[src/cmt_regs.vh]
// constants for the card mode tracker
`ifndef CMT_REGS_VH
`define CMT_REGS_VH
`define CMT_ST_IDLE 4'h0
`define CMT_ST_READY 4'h1
`define CMT_ST_IDENT 4'h2
`define CMT_ST_STBY 4'h3
`define CMT_ST_TRAN 4'h4
`define CMT_ST_DATA 4'h5
`define CMT_ST_RCV 4'h6
`define CMT_ST_PRG 4'h7
`define CMT_ST_DIS 4'h8
`define CMT_RCA_RESET 16'h0000
`define CMT_CMD_GO_IDLE 6'h00
`define CMT_CMD_SEND_OP 6'h01
`define CMT_CMD_ALL_CID 6'h02
`define CMT_CMD_SET_RCA 6'h03
`define CMT_CMD_SELECT 6'h07
`define CMT_CMD_STOP 6'h0c
`define CMT_CMD_RD_SINGLE 6'h11
`define CMT_CMD_RD_MULTI 6'h12
`define CMT_CMD_WR_SINGLE 6'h18
`define CMT_CMD_WR_MULTI 6'h19
`define CMT_FRAME_BITS 6'h30
`endif

[src/cmt_sync.v]
// two-flop synchroniser with edge detect on the second stage output
`timescale 1ns/1ps
module cmt_sync
(
  input wire clock,
  input wire rst_n,
  input wire din,
  output reg dout,
  output reg rise
);
  reg meta;
  reg last;
  always @(posedge clock)
  begin
    if (!rst_n)
    begin
      meta <= 1'b1;
      dout <= 1'b1;
      last <= 1'b1;
      rise <= 1'b0;
    end
    else
    begin
      meta <= din;
      dout <= meta;
      last <= dout;
      rise <= dout & ~last;
    end
  end
endmodule

[src/cmt_card_mode_tracker.v]
// card-side command receiver that tracks card state, mode and driver type
// What this block does
// - card only answers host commands, never initiates
// - go-idle accepted in every state; send-op only in idle, all-CID only in ready
// - select needs matching address to select, other addresses deselect only from tran and prg; read, write, stop ignore address
// - identification mode until set-address command
// - data transfer mode once address assigned
// - no interrupt mode built
// - idle, ready, ident: identification mode, open-drain
// - other states: transfer mode, push-pull drivers
// - bad CRC command discarded, state and address unchanged
// - ongoing operation continues past bad CRC
// - state held as four-bit binary code
// - reset or go-idle loads address zero
// - accepted address switches driver to push-pull
`timescale 1ns/1ps
`include "cmt_regs.vh"
module cmt_card_mode_tracker
(
  input wire clock,
  input wire rst_n,
  input wire bus_clk,
  input wire cmd_in,
  input wire [15:0] new_rca,
  input wire cid_won,
  input wire xfer_done,
  output reg [3:0] card_state,
  output reg [15:0] rca,
  output reg data_mode,
  output reg push_pull,
  output reg cmd_valid,
  output reg [5:0] cmd_index,
  output reg crc_error,
  output reg respond
);
  wire cmd_s;
  wire clk_rise;
  reg receiving;
  reg [5:0] bit_cnt;
  reg [47:0] shreg;
  reg [6:0] crc;
  reg [3:0] next_state;
  reg [15:0] next_rca;
  reg act;
  reg rsp;
  wire [47:0] frame;
  wire [5:0] idx;
  wire [15:0] arg_rca;
  wire crc_fb;
  wire addr_hit;

  // pin samples cross domains before use
  cmt_sync u_clk (.clock(clock), .rst_n(rst_n), .din(bus_clk), .dout(), .rise(clk_rise));
  cmt_sync u_cmd (.clock(clock), .rst_n(rst_n), .din(cmd_in), .dout(cmd_s), .rise());

  assign frame = {shreg[46:0], cmd_s};
  assign idx = frame[45:40];
  assign arg_rca = frame[39:24];
  assign addr_hit = (arg_rca == rca);
  // crc7 over bits 47..8, checked against the received field
  assign crc_fb = cmd_s ^ crc[6];

  // state transition on a good frame; bad frames are decoded here but never applied
  always @*
  begin
    next_state = card_state;
    next_rca = rca;
    act = 1'b0;
    rsp = 1'b0;
    if (idx == `CMT_CMD_GO_IDLE)
    begin
      next_state = `CMT_ST_IDLE;
      next_rca = `CMT_RCA_RESET;
      act = 1'b1;
    end
    else
    begin
      case (card_state)
        `CMT_ST_IDLE:
          if (idx == `CMT_CMD_SEND_OP)
          begin
            next_state = `CMT_ST_READY;
            act = 1'b1;
            rsp = 1'b1;
          end
        `CMT_ST_READY:
          if (idx == `CMT_CMD_ALL_CID)
          begin
            act = 1'b1;
            rsp = 1'b1;
            if (cid_won)
              next_state = `CMT_ST_IDENT;
          end
        `CMT_ST_IDENT:
          if (idx == `CMT_CMD_SET_RCA)
          begin
            next_state = `CMT_ST_STBY;
            next_rca = new_rca;
            act = 1'b1;
            rsp = 1'b1;
          end
        `CMT_ST_STBY:
          if (idx == `CMT_CMD_SELECT && addr_hit)
          begin
            next_state = `CMT_ST_TRAN;
            act = 1'b1;
            rsp = 1'b1;
          end
        `CMT_ST_TRAN:
          if (idx == `CMT_CMD_SELECT)
          begin
            act = 1'b1;
            rsp = addr_hit;
            if (!addr_hit)
              next_state = `CMT_ST_STBY;
          end
          else if (idx == `CMT_CMD_RD_SINGLE || idx == `CMT_CMD_RD_MULTI)
          begin
            next_state = `CMT_ST_DATA;
            act = 1'b1;
            rsp = 1'b1;
          end
          else if (idx == `CMT_CMD_WR_SINGLE || idx == `CMT_CMD_WR_MULTI)
          begin
            next_state = `CMT_ST_RCV;
            act = 1'b1;
            rsp = 1'b1;
          end
        `CMT_ST_DATA, `CMT_ST_RCV:
          if (idx == `CMT_CMD_STOP)
          begin
            next_state = (card_state == `CMT_ST_RCV) ? `CMT_ST_PRG : `CMT_ST_TRAN;
            act = 1'b1;
            rsp = 1'b1;
          end
        `CMT_ST_PRG:
          if (idx == `CMT_CMD_SELECT && !addr_hit)
          begin
            next_state = `CMT_ST_DIS;
            act = 1'b1;
          end
        `CMT_ST_DIS:
          if (idx == `CMT_CMD_SELECT && addr_hit)
          begin
            next_state = `CMT_ST_PRG;
            act = 1'b1;
            rsp = 1'b1;
          end
        default:
          next_state = `CMT_ST_IDLE;
      endcase
    end
  end

  always @(posedge clock)
  begin
    if (!rst_n)
    begin
      receiving <= 1'b0;
      bit_cnt <= 6'h00;
      shreg <= 48'h000000000000;
      crc <= 7'h00;
      card_state <= `CMT_ST_IDLE;
      rca <= `CMT_RCA_RESET;
      data_mode <= 1'b0;
      push_pull <= 1'b0;
      cmd_valid <= 1'b0;
      cmd_index <= 6'h00;
      crc_error <= 1'b0;
      respond <= 1'b0;
    end
    else
    begin
      cmd_valid <= 1'b0;
      crc_error <= 1'b0;
      respond <= 1'b0;
      if (clk_rise)
      begin
        // mode follows the registered state only at bus-clock edges
        data_mode <= (card_state >= `CMT_ST_STBY) && (card_state <= `CMT_ST_DIS);
        push_pull <= (card_state >= `CMT_ST_STBY) && (card_state <= `CMT_ST_DIS);
        if (xfer_done && (card_state == `CMT_ST_PRG))
          card_state <= `CMT_ST_TRAN;
        else if (xfer_done && (card_state == `CMT_ST_DIS))
          card_state <= `CMT_ST_STBY;
        if (!receiving)
        begin
          // start bit begins a host frame; the card never starts one itself
          if (!cmd_s)
          begin
            receiving <= 1'b1;
            bit_cnt <= 6'h01;
            shreg <= 48'h000000000000;
            crc <= {6'h00, 1'b0};
          end
        end
        else
        begin
          shreg <= frame;
          bit_cnt <= bit_cnt + 6'h01;
          if (bit_cnt < 6'h28)
            crc <= {crc[5:3], crc[2] ^ crc_fb, crc[1:0], crc_fb};
          if (bit_cnt == `CMT_FRAME_BITS - 6'h01)
          begin
            receiving <= 1'b0;
            cmd_index <= idx;
            if (frame[46] && frame[0] && (frame[7:1] == crc))
            begin
              cmd_valid <= act;
              respond <= rsp;
              card_state <= next_state;
              rca <= next_rca;
            end
            else
              crc_error <= 1'b1;
          end
        end
      end
    end
  end
endmodule

[config.mk]
export PLATFORM = sky130hd
export DESIGN_NAME = cmt_card_mode_tracker
export DESIGN_NICKNAME = d
export VERILOG_FILES = /design/src/cmt_sync.v /design/src/cmt_card_mode_tracker.v
export VERILOG_INCLUDE_DIRS = /design/src
export SDC_FILE = /design/constraint.sdc
export NUM_CORES = 1
export LEC_CHECK = 0
export ABC_CLOCK_PERIOD_IN_PS = 2900
export CAP_MARGIN = 20
export CORE_MARGIN = 2
export CORE_UTILIZATION = 60
export DETAILED_ROUTE_END_ITERATION = 8
export DONT_BUFFER_PORTS = 1
export PLACE_DENSITY = 0.76
export REMOVE_ABC_BUFFERS = 1
export SLEW_MARGIN = 20
export SYNTH_ARGS = -nofsm -noshare
export SYNTH_HDL_FRONTEND = slang
export SYNTH_SLANG_ARGS = --single-unit
export TNS_END_PERCENT = 50
[constraint.sdc]
create_clock -name clock -period 2.9 [get_ports clock]
set_input_delay 0 -clock clock [delete_from_list [all_inputs] [get_ports clock]]
set_output_delay 0 -clock clock [all_outputs]
set_load 0.03 [all_outputs]
* After elaboration in Yosys (flattened, before gate mapping)
Cells that the tools add are included.
Operators by class: add/sub/neg operators 1, order comparisons 3, equality and inequality tests 32, mux-type cells 47, bitwise operators 9, reduce and logical (&&, ||, !) cells 24
Operators with widths (count):
- $mux W46 | 2
- $mux W4 | 18
- $mux W16 | 3
- $ne A6 B6 Y1 const B | 8
- $pmux W4 S8 | 1
- $eq A6 B5 Y1 const B | 4
- $mux W7 | 3
- $eq A16 B16 Y1 | 1
- $eq A4 B3 Y1 const B | 4
- $mux W1 | 15
- $eq A6 B2 Y1 const B | 2
- $mux W6 | 2
- $reduce_and A11 Y1 | 1
- $eq A4 B2 Y1 const B | 2
- $ne A8 B8 Y1 const B | 1
- $eq A7 B7 Y1 | 1
- $logic_and A1 B1 Y1 | 7
- $ne A7 B7 Y1 const B | 1
- $pmux W1 S7 | 1
- $add A6 B1 Y6 const B | 1
- $eq A6 B1 Y1 const B | 1
- $eq A6 B3 Y1 const B | 1
- $eq A6 B4 Y1 const B | 1
- $eq A6 B6 Y1 const B | 1
- 24 further kinds | 34
Storage, ports and cells: register bits 96, input bits 22

* Longest topological paths before layout
Gate-level depths: netlist of run 1.
depth in word-level cells 10, depth in mapped cells 11

* By module
From an unflattened synthesis of run 1, not the netlist that was laid out.
Unflattened totals: cell total of the unflattened synthesis 514, area, all modules 4520.6 µm²
By module, submodules not included:
- cmt_card_mode_tracker | instances 1, cells an instance 498, area an instance 4305.4 µm²
- cmt_sync | instances 2, cells an instance 8, area an instance 107.6 µm²

* Least setup slack after synthesis of run 1
Ideal clock, no wire load.
path kind reg2reg, start point reg card_state[0], end point reg card_state[0], setup time 0.119 ns, data arrival time 2.135 ns, required time 2.781 ns, path slack 0.646 ns, stages on the path, launching flop included 9, clock period less this slack 2.254 ns, cells stage by stage dfxtp_1 buf_2 or4b_2 a31oi_1 or4_1 o2111ai_1 a21oi_4 nor2_1 o221a_1
Between the ends: word-level cells in the longest chain between the ends 8, elaborated cells between the ends (all ways) 32, classes of those cells eq/ne (18); mux (9); reduce/logical (5)
Ends and longest elaborated chain:
- start: declaration | line cmt_card_mode_tracker.v:27 | output reg [3:0] card_state,
- start signal: assignment | line cmt_card_mode_tracker.v:163 | card_state <= `CMT_ST_IDLE;
- start signal: assignment | line cmt_card_mode_tracker.v:183 | card_state <= `CMT_ST_TRAN;
- start signal: assignment | line cmt_card_mode_tracker.v:185 | card_state <= `CMT_ST_STBY;
- $eq A4 B3 Y1 | line cmt_card_mode_tracker.v:78 | case (card_state)
- $mux W2 (no source line)
- $mux W4 | line cmt_card_mode_tracker.v:130 | if (idx == `CMT_CMD_STOP)
- $pmux W4 S8 | line cmt_card_mode_tracker.v:78
- $mux W4 | line cmt_card_mode_tracker.v:70 | if (idx == `CMT_CMD_GO_IDLE)
- $mux W4 | line cmt_card_mode_tracker.v:207 | if (frame[46] && frame[0] && (frame[7:1] == crc))
- $mux W4 | line cmt_card_mode_tracker.v:203 | if (bit_cnt == `CMT_FRAME_BITS - 6'h01)
- $mux W4 | line cmt_card_mode_tracker.v:186 | if (!receiving)
Several ways; a longest one is shown, not always the timed one. The select of a mux whose other input is x is not followed. A chain may end at the register's enable or synchronous reset.

* Worst setup path in the final report of run 1
start point reg shreg[39], end point reg card_state[1]
Between the ends: word-level cells in the longest chain between the ends 9, elaborated cells between the ends (all ways) 32, classes of those cells eq/ne (19); mux (7); reduce/logical (6)
Ends and longest elaborated chain:
- start: declaration | line cmt_card_mode_tracker.v:40 | reg [47:0] shreg;
- start signal: assignment | line cmt_card_mode_tracker.v:199 | shreg <= frame;
- $eq A6 B5 Y1 (no source line)
- $logic_or A1 B1 Y1 (no source line)
- $mux W4 | line cmt_card_mode_tracker.v:117 | else if (idx == `CMT_CMD_RD_SINGLE || idx == `CMT_CMD_RD_MULTI)
- $mux W4 | line cmt_card_mode_tracker.v:110 | if (idx == `CMT_CMD_SELECT)
- $pmux W4 S8 | line cmt_card_mode_tracker.v:78
- $mux W4 | line cmt_card_mode_tracker.v:70
- $mux W4 | line cmt_card_mode_tracker.v:207
- $mux W4 | line cmt_card_mode_tracker.v:203
- $mux W4 | line cmt_card_mode_tracker.v:186
- end signal: assignment | line cmt_card_mode_tracker.v:183
- end signal: assignment | line cmt_card_mode_tracker.v:185
- end signal: assignment | line cmt_card_mode_tracker.v:211 | card_state <= next_state;
Several ways; a longest one is shown, not always the timed one.

==> impl_metrics.yaml, run 1 <==
sta:
  hold_ws_ns: 0.0398
  finalCritPeriodShare: 0.823
  max_slew_margin: 0.587
  fin_skew_ns: 0.00999
  setup_viol: 0
  fmax_mhz: 419
  tightest_slew_ns: 0.619
  min_period_ns: 2.39
  rsz0062_at_grt: "no"
  drv_slew: 0
  finalHoldViolCount: 0
floorplan:
  placementRows: 31
  start_util: 0.611
  die_w_um: 89.5
  die_area_um2: 8000
  core_um2: 7180
  num_io_pins: 53
  dieHeight_um: 89.5
global_route:
  gr-max-usage-layer: "met2"
  grt_max_degree: 93
  antenna_found_initial: 0
  gr-usage-met3: 0.0489
  grt_pass1_vias: 3270
  met1_usage: 0.330
  grt_use_total: 0.247
  grt_overflow_total: 0
  met2_usage: 0.389
  grt_pass1_wl_mm: 15.4
logic_synthesis:
  ys_ff_latch: 96
  ys_warn_count: 0
  synth_area_um2: 4380
  synth_flop_cell: "dfxtp_1"
  synth_cell_type_count: 54
  synth_cells: 498
  synth_edf_count: 0
  syn_area_per_cell_um2: 8.80
  synth-seq-area-share: 0.439
  async_flop_share: 0
clocking:
  clock-root-buffer: "clkbuf_8"
  clkLatencyLatePin_ns: 0.37
  cts_buffers: 9
  clock_sinks: 96
  ctsHoldBuffers: 23
  cts_buffer_depth: 2
  path_clk_slew_ns: 0.10
  h-tree-depth: 3
  ctsResizeCount: 0
  postCtsSetupRepairBufs: 0
  tritoncts: "yes"
place:
  hpwl_mm: 5.99
  gp_congestion: 0.863
  dpl_cell_area_um2: 4550
  dp_cells: 587
  port-buffer-count: 0
critical_path:
  crit_path_start_kind: "register"
  critPathTopFamily: "compound AO/OA/AOI/OAI gates"
  slowest_stage: "or4b_2"
  cp.required_ns: 3.22
  critPathMaxFanout: 14
  slowest_delay_ns: 0.62
  cp.arrival_ns: 2.71
  cp-end-kind: "register"
  critPathKind: "register to register"
  r2r_cells: 7
  worstPathCellList: "or4b_2 > a31oi_1 > or4_1 > o2111ai_1 > a21oi_4 > a2bb2oi_1 > o221a_1"
  path_buf_inv: 0
  worstSetupPathDepth: 7
hold_path:
  worstHoldPathCells: 3
  hold_class: "input pin to register"
finish:
  diodes: 0
  multiInputGateArea_um2: 2280
  fillerInstances: 582
  instances_no_fill: 626
  postLayoutCellArea_um2: 4980
  area_delta_synth_final_pct: 13.7
  final_layout_size_suffix_gt1_frac: 0.0987
  seqCellArea_um2: 1920
  final_nets: 545
detailed_routing:
  wl_per_cell_um: 15.2
  drt_iter0_drc: 271
  routed_wl_mm: 9.51
  avgViaCountPerCell: 5.83
  first_pass_iters: 4
  vias: 3648
  ant_nets: 0
  route.detailed.drc: 0
run:
  maxCapViolations: 0
pwr:
  p_leak_nw: 1.80
  power_density_nw_per_um2: 446
  ir_worst_vdd_mv: 0.287
  finalPower_mw: 2.22
outcome:
  status: "finished, final reports clean"
==> final timing paths <==
path	from	end	slack [ns]
worst max-delay path	shreg[39]$_SDFFE_PN0P_	card_state[1]$_SDFFE_PN0P_	0.51
worst min-delay path	xfer_done	card_state[0]$_SDFFE_PN0P_	0.04
worst max register to register	shreg[39]$_SDFFE_PN0P_	card_state[1]$_SDFFE_PN0P_	0.51
worst min register to register	u_clk.last$_SDFF_PN1_	u_clk.rise$_SDFF_PN0_	0.39
==> power breakdown <==
| group | total, mW | switching, mW | leakage, nW | internal (mW) |
|---|---|---|---|---|
| sequential | 1.32 | 0.00351 | 0.774 | 1.32 |
| combinational | 0.0649 | 0.0245 | 0.935 | 0.0404 |
| clock | 0.834 | 0.504 | 0.0940 | 0.330 |
==> cell families after synthesis <==
logic type | Yosys count | synth area share
buf+inv | 43 | 0.0420
fa+ha+maj | 1 | 0.00286
simple gates | 202 | 0.244
compound gates | 122 | 0.204
flops | 96 | 0.439
mux | 1 | 0.00228
xor+xnor | 33 | 0.0660
==> Yosys cell counts (all sizes together), types with 2 or more instances <==
master   number  share of area
dfxtp        96           0.44
nand2        56          0.048
nor2b        52          0.074
a22oi        50          0.086
xor2         29          0.058
clkbuf       27          0.023
a21boi       26          0.045
nand3        25          0.029
nor2         21          0.018
a21oi        12          0.016
buf          10          0.013
nand2b        9          0.013
o21ai         8         0.0091
nor4          7          0.010
inv           6         0.0051
nor3          6         0.0080
o21a          5         0.0086
or3           5         0.0094
and2          4         0.0057
xnor2         4         0.0080
a2bb2oi       3         0.0060
and3          3         0.0043
nand4         3         0.0043
or4           3         0.0051
a311oi        2         0.0040
a31oi         2         0.0029
and4          2         0.0040
nor3b         2         0.0034
o221a         2         0.0051
o22ai         2         0.0029
==> final cells by class <==
cell class / instances / area share
well taps: 99 / 0.0249
flip-flops and latches: 96 / 0.386
clock buffers: 9 / 0.0249
repair buffers: 50 / 0.0904
multi-input cells: 359 / 0.457
clock inverters: 7 / 0.0123
inverters: 6 / 0.00452
==> worst reg2reg max path: cells and delay by family (launching register included) <==
kind,cells,cell delay (ns)
AO/OA/AOI/OAI,5,0.98
flip-flops,1,0.61
AND/OR/NAND/NOR,2,0.75
==> metal layers <==
layer,routed length [µm],share of wire,up-vias
met5,0,0,-
met4,206,0.022,0
met3,394,0.041,18
met2,4570,0.48,97
met1,4330,0.46,1729
li1,-,-,1804
==> per-stage QoR <==
stage	setup WS, ns	TNS, ns	util
CTS	0.540	0	0.694
global placement	0.598	0	0.634
detailed placement	0.559	0	0.634
floorplan	-0.572	-9.23	-
finish	0.512	0	0.694
global route	0.377	0	0.694
==> state kept, by name, indices dropped and copies added, names as in the netlist <==
name	flops
shreg	46
rca	16
crc	7
bit_cnt	6
cmd_index	6
card_state	4
cmd_valid	1
crc_error	1
push_pull	1
receiving	1
respond	1
u_clk.dout	1
u_clk.last	1
u_clk.meta	1
u_clk.rise	1
u_cmd.dout	1
u_cmd.meta	1
==> layout by cell type (no fill, tap or decap), types with 3 or more instances in the layout <==
cell type      synthesis  final
nand2b_1               9      9
dlygate4sd3_1          0     22
clkbuf_8               0      9
and3_1                 3      3
a21oi_1               11     11
nand4_1                3      3
a21boi_0              26     26
a2bb2oi_1              3      3
buf_4                  2     27
nor2_1                21     20
nand2_1               56     56
xor2_1                29     29
inv_1                  6      6
dfxtp_1               96     96
xnor2_1                4      4
o21a_1                 5      5
and2_1                 4      4
nand3_1               25     25
nor2b_1               52     52
or4_1                  3      3
nor3_1                 5      5
nor4_1                 7      7
a22oi_1               50     50
or3_1                  3      3
o21ai_0                7      7
Note: power is estimated with default switching activity, not from simulation.
==> run 2: changes to the inputs <==
--- a/config.mk
+++ b/config.mk
@@ -6,13 +6,13 @@
 export SDC_FILE = /design/constraint.sdc
 export NUM_CORES = 1
 export LEC_CHECK = 0
-export ABC_CLOCK_PERIOD_IN_PS = 2900
+export ABC_CLOCK_PERIOD_IN_PS = 1950
 export CAP_MARGIN = 20
 export CORE_MARGIN = 2
-export CORE_UTILIZATION = 60
+export CORE_UTILIZATION = 57
 export DETAILED_ROUTE_END_ITERATION = 8
 export DONT_BUFFER_PORTS = 1
-export PLACE_DENSITY = 0.76
+export PLACE_DENSITY = 0.75
 export REMOVE_ABC_BUFFERS = 1
 export SLEW_MARGIN = 20
 export SYNTH_ARGS = -nofsm -noshare
==> constraint.sdc (replaced) <==
create_clock -name clock -period 1.95 [get_ports clock]
set_input_delay 0 -clock clock [delete_from_list [all_inputs] [get_ports clock]]
set_output_delay 0 -clock clock [all_outputs]
set_load 0.03 [all_outputs]
==> impl_metrics.yaml, run 2 (synthesized netlist as in run 1, its figures left out) <==
place:
  gp_congestion: 0.987
  hpwl_mm: 7.05
  dp_cells: 642
  port-buffer-count: 0
  place_ws_ns: -0.241
  dpl_cell_area_um2: 4990
floorplan:
  core_um2: 7330
  dieHeight_um: 91.7
  die_w_um: 91.7
  start_util: 0.598
  die_area_um2: 8400
  num_io_pins: 53
  placementRows: 31
global_route:
  antenna_found_initial: 0
  met2_usage: 0.455
  grt_use_total: 0.266
  grt_overflow_total: 0
  gr-usage-met3: 0.0329
  grt_pass1_vias: 3828
  gr-max-usage-layer: "met2"
  grt_pass1_wl_mm: 18.2
  grt_max_degree: 93
  met1_usage: 0.351
critical_path:
  critPathKind: "register to register"
  crit_path_start_kind: "register"
  critPathMaxFanout: 6
  worstPathCellList: "xor2_1 > nor4_2 > nand4_1 > or3_4 > a21oi_4 > buf_4 > a2bb2oi_2 > nor2_1"
  cp.required_ns: 2.21
  cp-end-kind: "register"
  cp.arrival_ns: 2.45
  slowest_stage: "or3_4"
  slowest_delay_ns: 0.44
finish:
  instances_no_fill: 686
  area_delta_synth_final_pct: 30.2
  reg.largest.list: "shreg x46, rca x16, crc x7"
  layout_commonest_cell: "buf_4"
  diodes: 0
  final_nets: 605
  mostFrequentLayoutCells: "buf_4, dfxtp_1, nor2b_1"
  largest_register_ffs: 46
  top_register: "shreg"
  final_layout_size_suffix_gt1_frac: 0.273
  post-route-util: 0.778
  postLayoutCellArea_um2: 5700
run:
  maxCapViolations: 0
hold_path:
  hold_class: "input pin to register"
clocking:
  h-tree-depth: 3
  cts_buffer_depth: 2
  clock-root-buffer: "clkbuf_8"
  tritoncts: "yes"
  clock_sinks: 96
  cts_buffers: 9
  path_clk_slew_ns: 0.10
  clkLatencyLatePin_ns: 0.37
sta:
  tightest_slew_ns: 0.525
  fin_tns_setup_ns: -1.03
  fin_ws_ns: -0.235
  min_period_ns: 2.19
  hold_ws_ns: 0.0470
  finalCritPeriodShare: 1.12
  finalHoldViolCount: 0
  rsz0062_at_grt: "yes"
  fin_skew_ns: 0.00689
  setup_viol: 6
  drv_slew: 0
  fmax_mhz: 458
  max_slew_margin: 0.650
detailed_routing:
  routed_wl_mm: 11.6
  vias: 3985
  ant_nets: 0
  route.detailed.drc: 0
  wl_per_cell_um: 16.9
  drt_iter0_drc: 321
  avgViaCountPerCell: 5.81
  first_pass_iters: 5
outcome:
  violations: "setup timing"
  status: "complete, but fails checks"
pwr:
  power_density_nw_per_um2: 631
  power_switching_share: 0.229
  p_seq_frac: 0.547
  p_sw_mw: 0.824
  comb_power_share: 0.028
  p_int_mw: 2.77
  ir_worst_vdd_mv: 0.471
  finalPower_mw: 3.60
  p_clk_frac: 0.425
  p_leak_nw: 2.20
-- run 2: changes by cell type in the layout (fill, tap and decap cells not counted), sizes merged --
cell | previous run | this run
buf | 28 | 90
inv | 10 | 9
dlygate4sd3 | 22 | 19
clkbuf | 9 | 10
clkinv | 2 | 1
bufinv | 0 | 2
-- run 2: final timing paths --
check                           depth (start not counted)                   start  slack (ns)                          to
worst max-delay path                                    8  shreg[34]$_SDFFE_PN0P_       -0.24  card_state[3]$_SDFFE_PN0P_
worst min-delay path                                    3               xfer_done        0.05  card_state[0]$_SDFFE_PN0P_
worst min register to register                          1   u_clk.last$_SDFF_PN1_        0.41       u_clk.rise$_SDFF_PN0_
worst max register to register                          8  shreg[34]$_SDFFE_PN0P_       -0.24  card_state[3]$_SDFFE_PN0P_
-- run 2: power by group through the flow --
stage	combinational, mW	sequential, mW	clock, mW
floorplan	0.0311	2.01	0
global placement	0.0389	2.01	0
detailed placement	0.0393	2.01	0
CTS	0.0999	1.97	1.52
global route	0.109	1.97	1.61
finish	0.102	1.97	1.53
-- run 2: layout make-up --
class                      count  area [µm²]
sequential                    96        1940
fill                         485        1630
timing repair buffer         110         948
clock inverter                 7         110
tap                           99         124
clock buffer                   9         124
inverter                       6        22.5
multi-input combinational    359        2440
-- run 2: per-layer routing --
metal  up-vias  routed length [µm]
li1       1911                   -
met3        12                 516
met2       113                5860
met5         -                   0
met4         0                 131
met1      1949                5100
-- run 2: critical path: cells and delay by family, from the launching register on --
family	cells	cell delay (ns)
and+or+nand+nor	4	1.04
buffers and inverters	1	0.17
xor gates and xnor gates	1	0.17
DFF	1	0.35
AOI/OAI and AO/OA	2	0.34
-- run 2: what timing repair did --
| item | in CTS | in global routing |
|---|---|---|
| setup endpoints to repair | 22 | 22 |
| buffers inserted | 3 | 4 |
| gates cloned | 0 | 1 |
| pin swaps | 12 | 10 |
| gates resized for setup | 13 | 56 |
| hold buffers | 20 | 0 |
| hold endpoints to repair | 96 | 0 |
==> run 3: changes to the inputs <==
--- a/config.mk
+++ b/config.mk
@@ -12,10 +12,13 @@
 export CORE_UTILIZATION = 57
 export DETAILED_ROUTE_END_ITERATION = 8
 export DONT_BUFFER_PORTS = 1
+export GPL_ROUTABILITY_DRIVEN = 1
 export PLACE_DENSITY = 0.75
+export RECOVER_POWER = 50
 export REMOVE_ABC_BUFFERS = 1
 export SLEW_MARGIN = 20
 export SYNTH_ARGS = -nofsm -noshare
 export SYNTH_HDL_FRONTEND = slang
+export SYNTH_HIERARCHICAL = 1
 export SYNTH_SLANG_ARGS = --single-unit
 export TNS_END_PERCENT = 50
==> impl_metrics.yaml, run 3 <==
outcome:
  status: "complete, but fails checks"
  violations: "setup timing"
finish:
  layout_commonest_cell: "dfxtp_1"
  post-route-util: 0.729
  final_nets: 607
  mostFrequentLayoutCells: "dfxtp_1, buf_4, nor2b_1"
  top_register: "shreg"
  final_layout_size_suffix_gt1_frac: 0.205
  area_delta_synth_final_pct: 24.8
  fillerInstances: 595
  largest_register_ffs: 46
  reg.largest.list: "shreg x46, rca x16, crc x7"
  diodes: 0
detailed_routing:
  ant_nets: 0
  highest_layer: "met4"
  route.detailed.drc: 0
  first_pass_iters: 5
  wl_per_cell_um: 15.5
  drt_iter0_drc: 226
  wl_met1_mm: 4.64
  met2WireLength_mm: 5.44
  avgViaCountPerCell: 5.78
  vias: 3996
  wl_met3_um: 459
  routed_wl_mm: 10.7
logic_synthesis:
  ys_warn_count: 6
  syn_area_per_cell_um2: 8.76
  synth_cells: 510
  synth_area_um2: 4470
sta:
  min_period_ns: 2.13
  tightest_slew_ns: 0.471
  drv_slew: 0
  max_slew_margin: 0.685
  setup_viol: 9
  fin_skew_ns: 0.0122
  rsz0062_at_grt: "yes"
  fin_ws_ns: -0.185
  fmax_mhz: 468
  fin_tns_setup_ns: -0.822
  finalCritPeriodShare: 1.09
  finalHoldViolCount: 0
hold_path:
  worstHoldPathCells: 4
  min_from: "xfer_done"
  min_to: "card_state[0]$_SDFFE_PN0P_"
  hold_class: "input pin to register"
clocking:
  clock-root-buffer: "clkbuf_8"
  cts_buffers: 9
  path_clk_slew_ns: 0.11
  tritoncts: "yes"
  clock_sinks: 96
  clkLatencyLatePin_ns: 0.38
  cts_buffer_depth: 2
  h-tree-depth: 3
critical_path:
  cp.arrival_ns: 2.40
  crit_path_start_kind: "register"
  cp-end-kind: "register"
  r2r_cells: 7
  critPathMaxFanout: 4
  critPathKind: "register to register"
  cp.required_ns: 2.21
  timing.rr.end: "card_state[1]$_SDFFE_PN0P_"
  rrSetupSlack_ns: -0.18
  reg2reg_from: "shreg[42]$_SDFFE_PN0P_"
global_route:
  grt_overflow_total: 0
  antenna_found_initial: 0
  grt_pass1_vias: 3803
  grt_use_total: 0.259
  grt_max_degree: 97
  grt_pass1_wl_mm: 17.9
pwr:
  p_seq_frac: 0.579
  comb_power_share: 0.029
  power_switching_share: 0.253
  p_int_mw: 2.54
  p_sw_mw: 0.859
  p_leak_nw: 2.04
  p_clk_frac: 0.392
  power_density_nw_per_um2: 610
  ir_worst_vdd_mv: 0.381
floorplan:
  num_io_pins: 53
  die_w_um: 92.5
  start_util: 0.584
  dieHeight_um: 92.5
  core_um2: 7650
  placementRows: 32
  die_area_um2: 8560
place:
  port-buffer-count: 0
  gp_congestion: 0.874
  hpwl_mm: 6.95
  place_ws_ns: -0.186
run:
  maxCapViolations: 0
[run 3: cell types whose count changed in the layout (fill, tap and decap cells not counted), sizes merged, moves of 6 or more]
| cell | delta |
|---|---|
| a21oi | -6 |
| nand3 | +9 |
| o21ai | +8 |
| xor2 | -24 |
| buf | -8 |
| xnor2 | +20 |
[run 3: final cells by class]
| type | count | area (µm²) | area share |
|---|---|---|---|
| well taps | 102 | 128 | 0.0229 |
| clock buffers | 9 | 124 | 0.0222 |
| flip-flops and latches | 96 | 1930 | 0.345 |
| inverters | 3 | 11.3 | 0.00202 |
| repair buffers | 103 | 883 | 0.158 |
| multi-input cells | 371 | 2420 | 0.434 |
| clock inverters | 7 | 81.3 | 0.0146 |
[run 3: power by group through the flow]
| stage | Sequential, mW | Combinational [mW] | Clock [mW] |
|---|---|---|---|
| floorplan | 2.01 | 0.0291 | 0 |
| global placement | 2.01 | 0.0354 | 0 |
| detailed placement | 2.01 | 0.0359 | 0 |
| CTS | 1.97 | 0.0985 | 1.35 |
| global route | 1.97 | 0.107 | 1.44 |
| finish | 1.97 | 0.0994 | 1.33 |
[run 3: stage by stage]
stage                     std cells  total power [mW]  hold WS (ns)  instance area, µm²
final                           691              3.40        0.0579                5570
after global placement          651              2.05        0.0846                5060
after floorplan                 470              2.04        0.0730                4290
after global routing            691              3.51        0.0737                5570
after detailed placement        651              2.05        0.0855                5060
after CTS                       691              3.41        0.0488                5550
[run 3: routing by layer]
layer | vias to the layer above | track usage
met3 | 16 | 0.0464
met5 | - | 0
met4 | 0 | 0.0945
met1 | 1917 | 0.328
met2 | 111 | 0.440
li1 | 1952 | -
[run 3: worst max-delay path by stage]
stage / end / depth (start not counted) / start / slack [ns]
final: card_state[1]$_SDFFE_PN0P_ / 7 / shreg[42]$_SDFFE_PN0P_ / -0.18
after floorplan: rca[12]$_SDFFE_PN0P_ / 5 / u_clk/rise$_SDFF_PN0_ / -0.76
after CTS: card_state[1]$_SDFFE_PN0P_ / 7 / shreg[42]$_SDFFE_PN0P_ / -0.18
after detailed placement: card_state[0]$_SDFFE_PN0P_ / 8 / rca[3]$_SDFFE_PN0P_ / -0.19
after global placement: card_state[1]$_SDFFE_PN0P_ / 7 / shreg[41]$_SDFFE_PN0P_ / -0.15
after global routing: card_state[1]$_SDFFE_PN0P_ / 8 / shreg[34]$_SDFFE_PN0P_ / -0.29
[run 3: critical path, cell delays in order (launching register included)]
cell and delay, ns:
dfxtp_2 0.34, or4_4 0.53, a21o_1 0.17, a32o_1 0.20, a221oi_2 0.26, and3_4 0.26
and3_4 0.19, a211oi_1 0.06
[run 3: repair_timing]
item | in CTS | in global routing
endpoints found under the hold margin | 96 | 0
pin swaps | 6 | 17
gates resized for setup | 12 | 10
setup buffers | 2 | 0
hold buffers | 22 | 0
endpoints found under the setup margin | 6 | 21
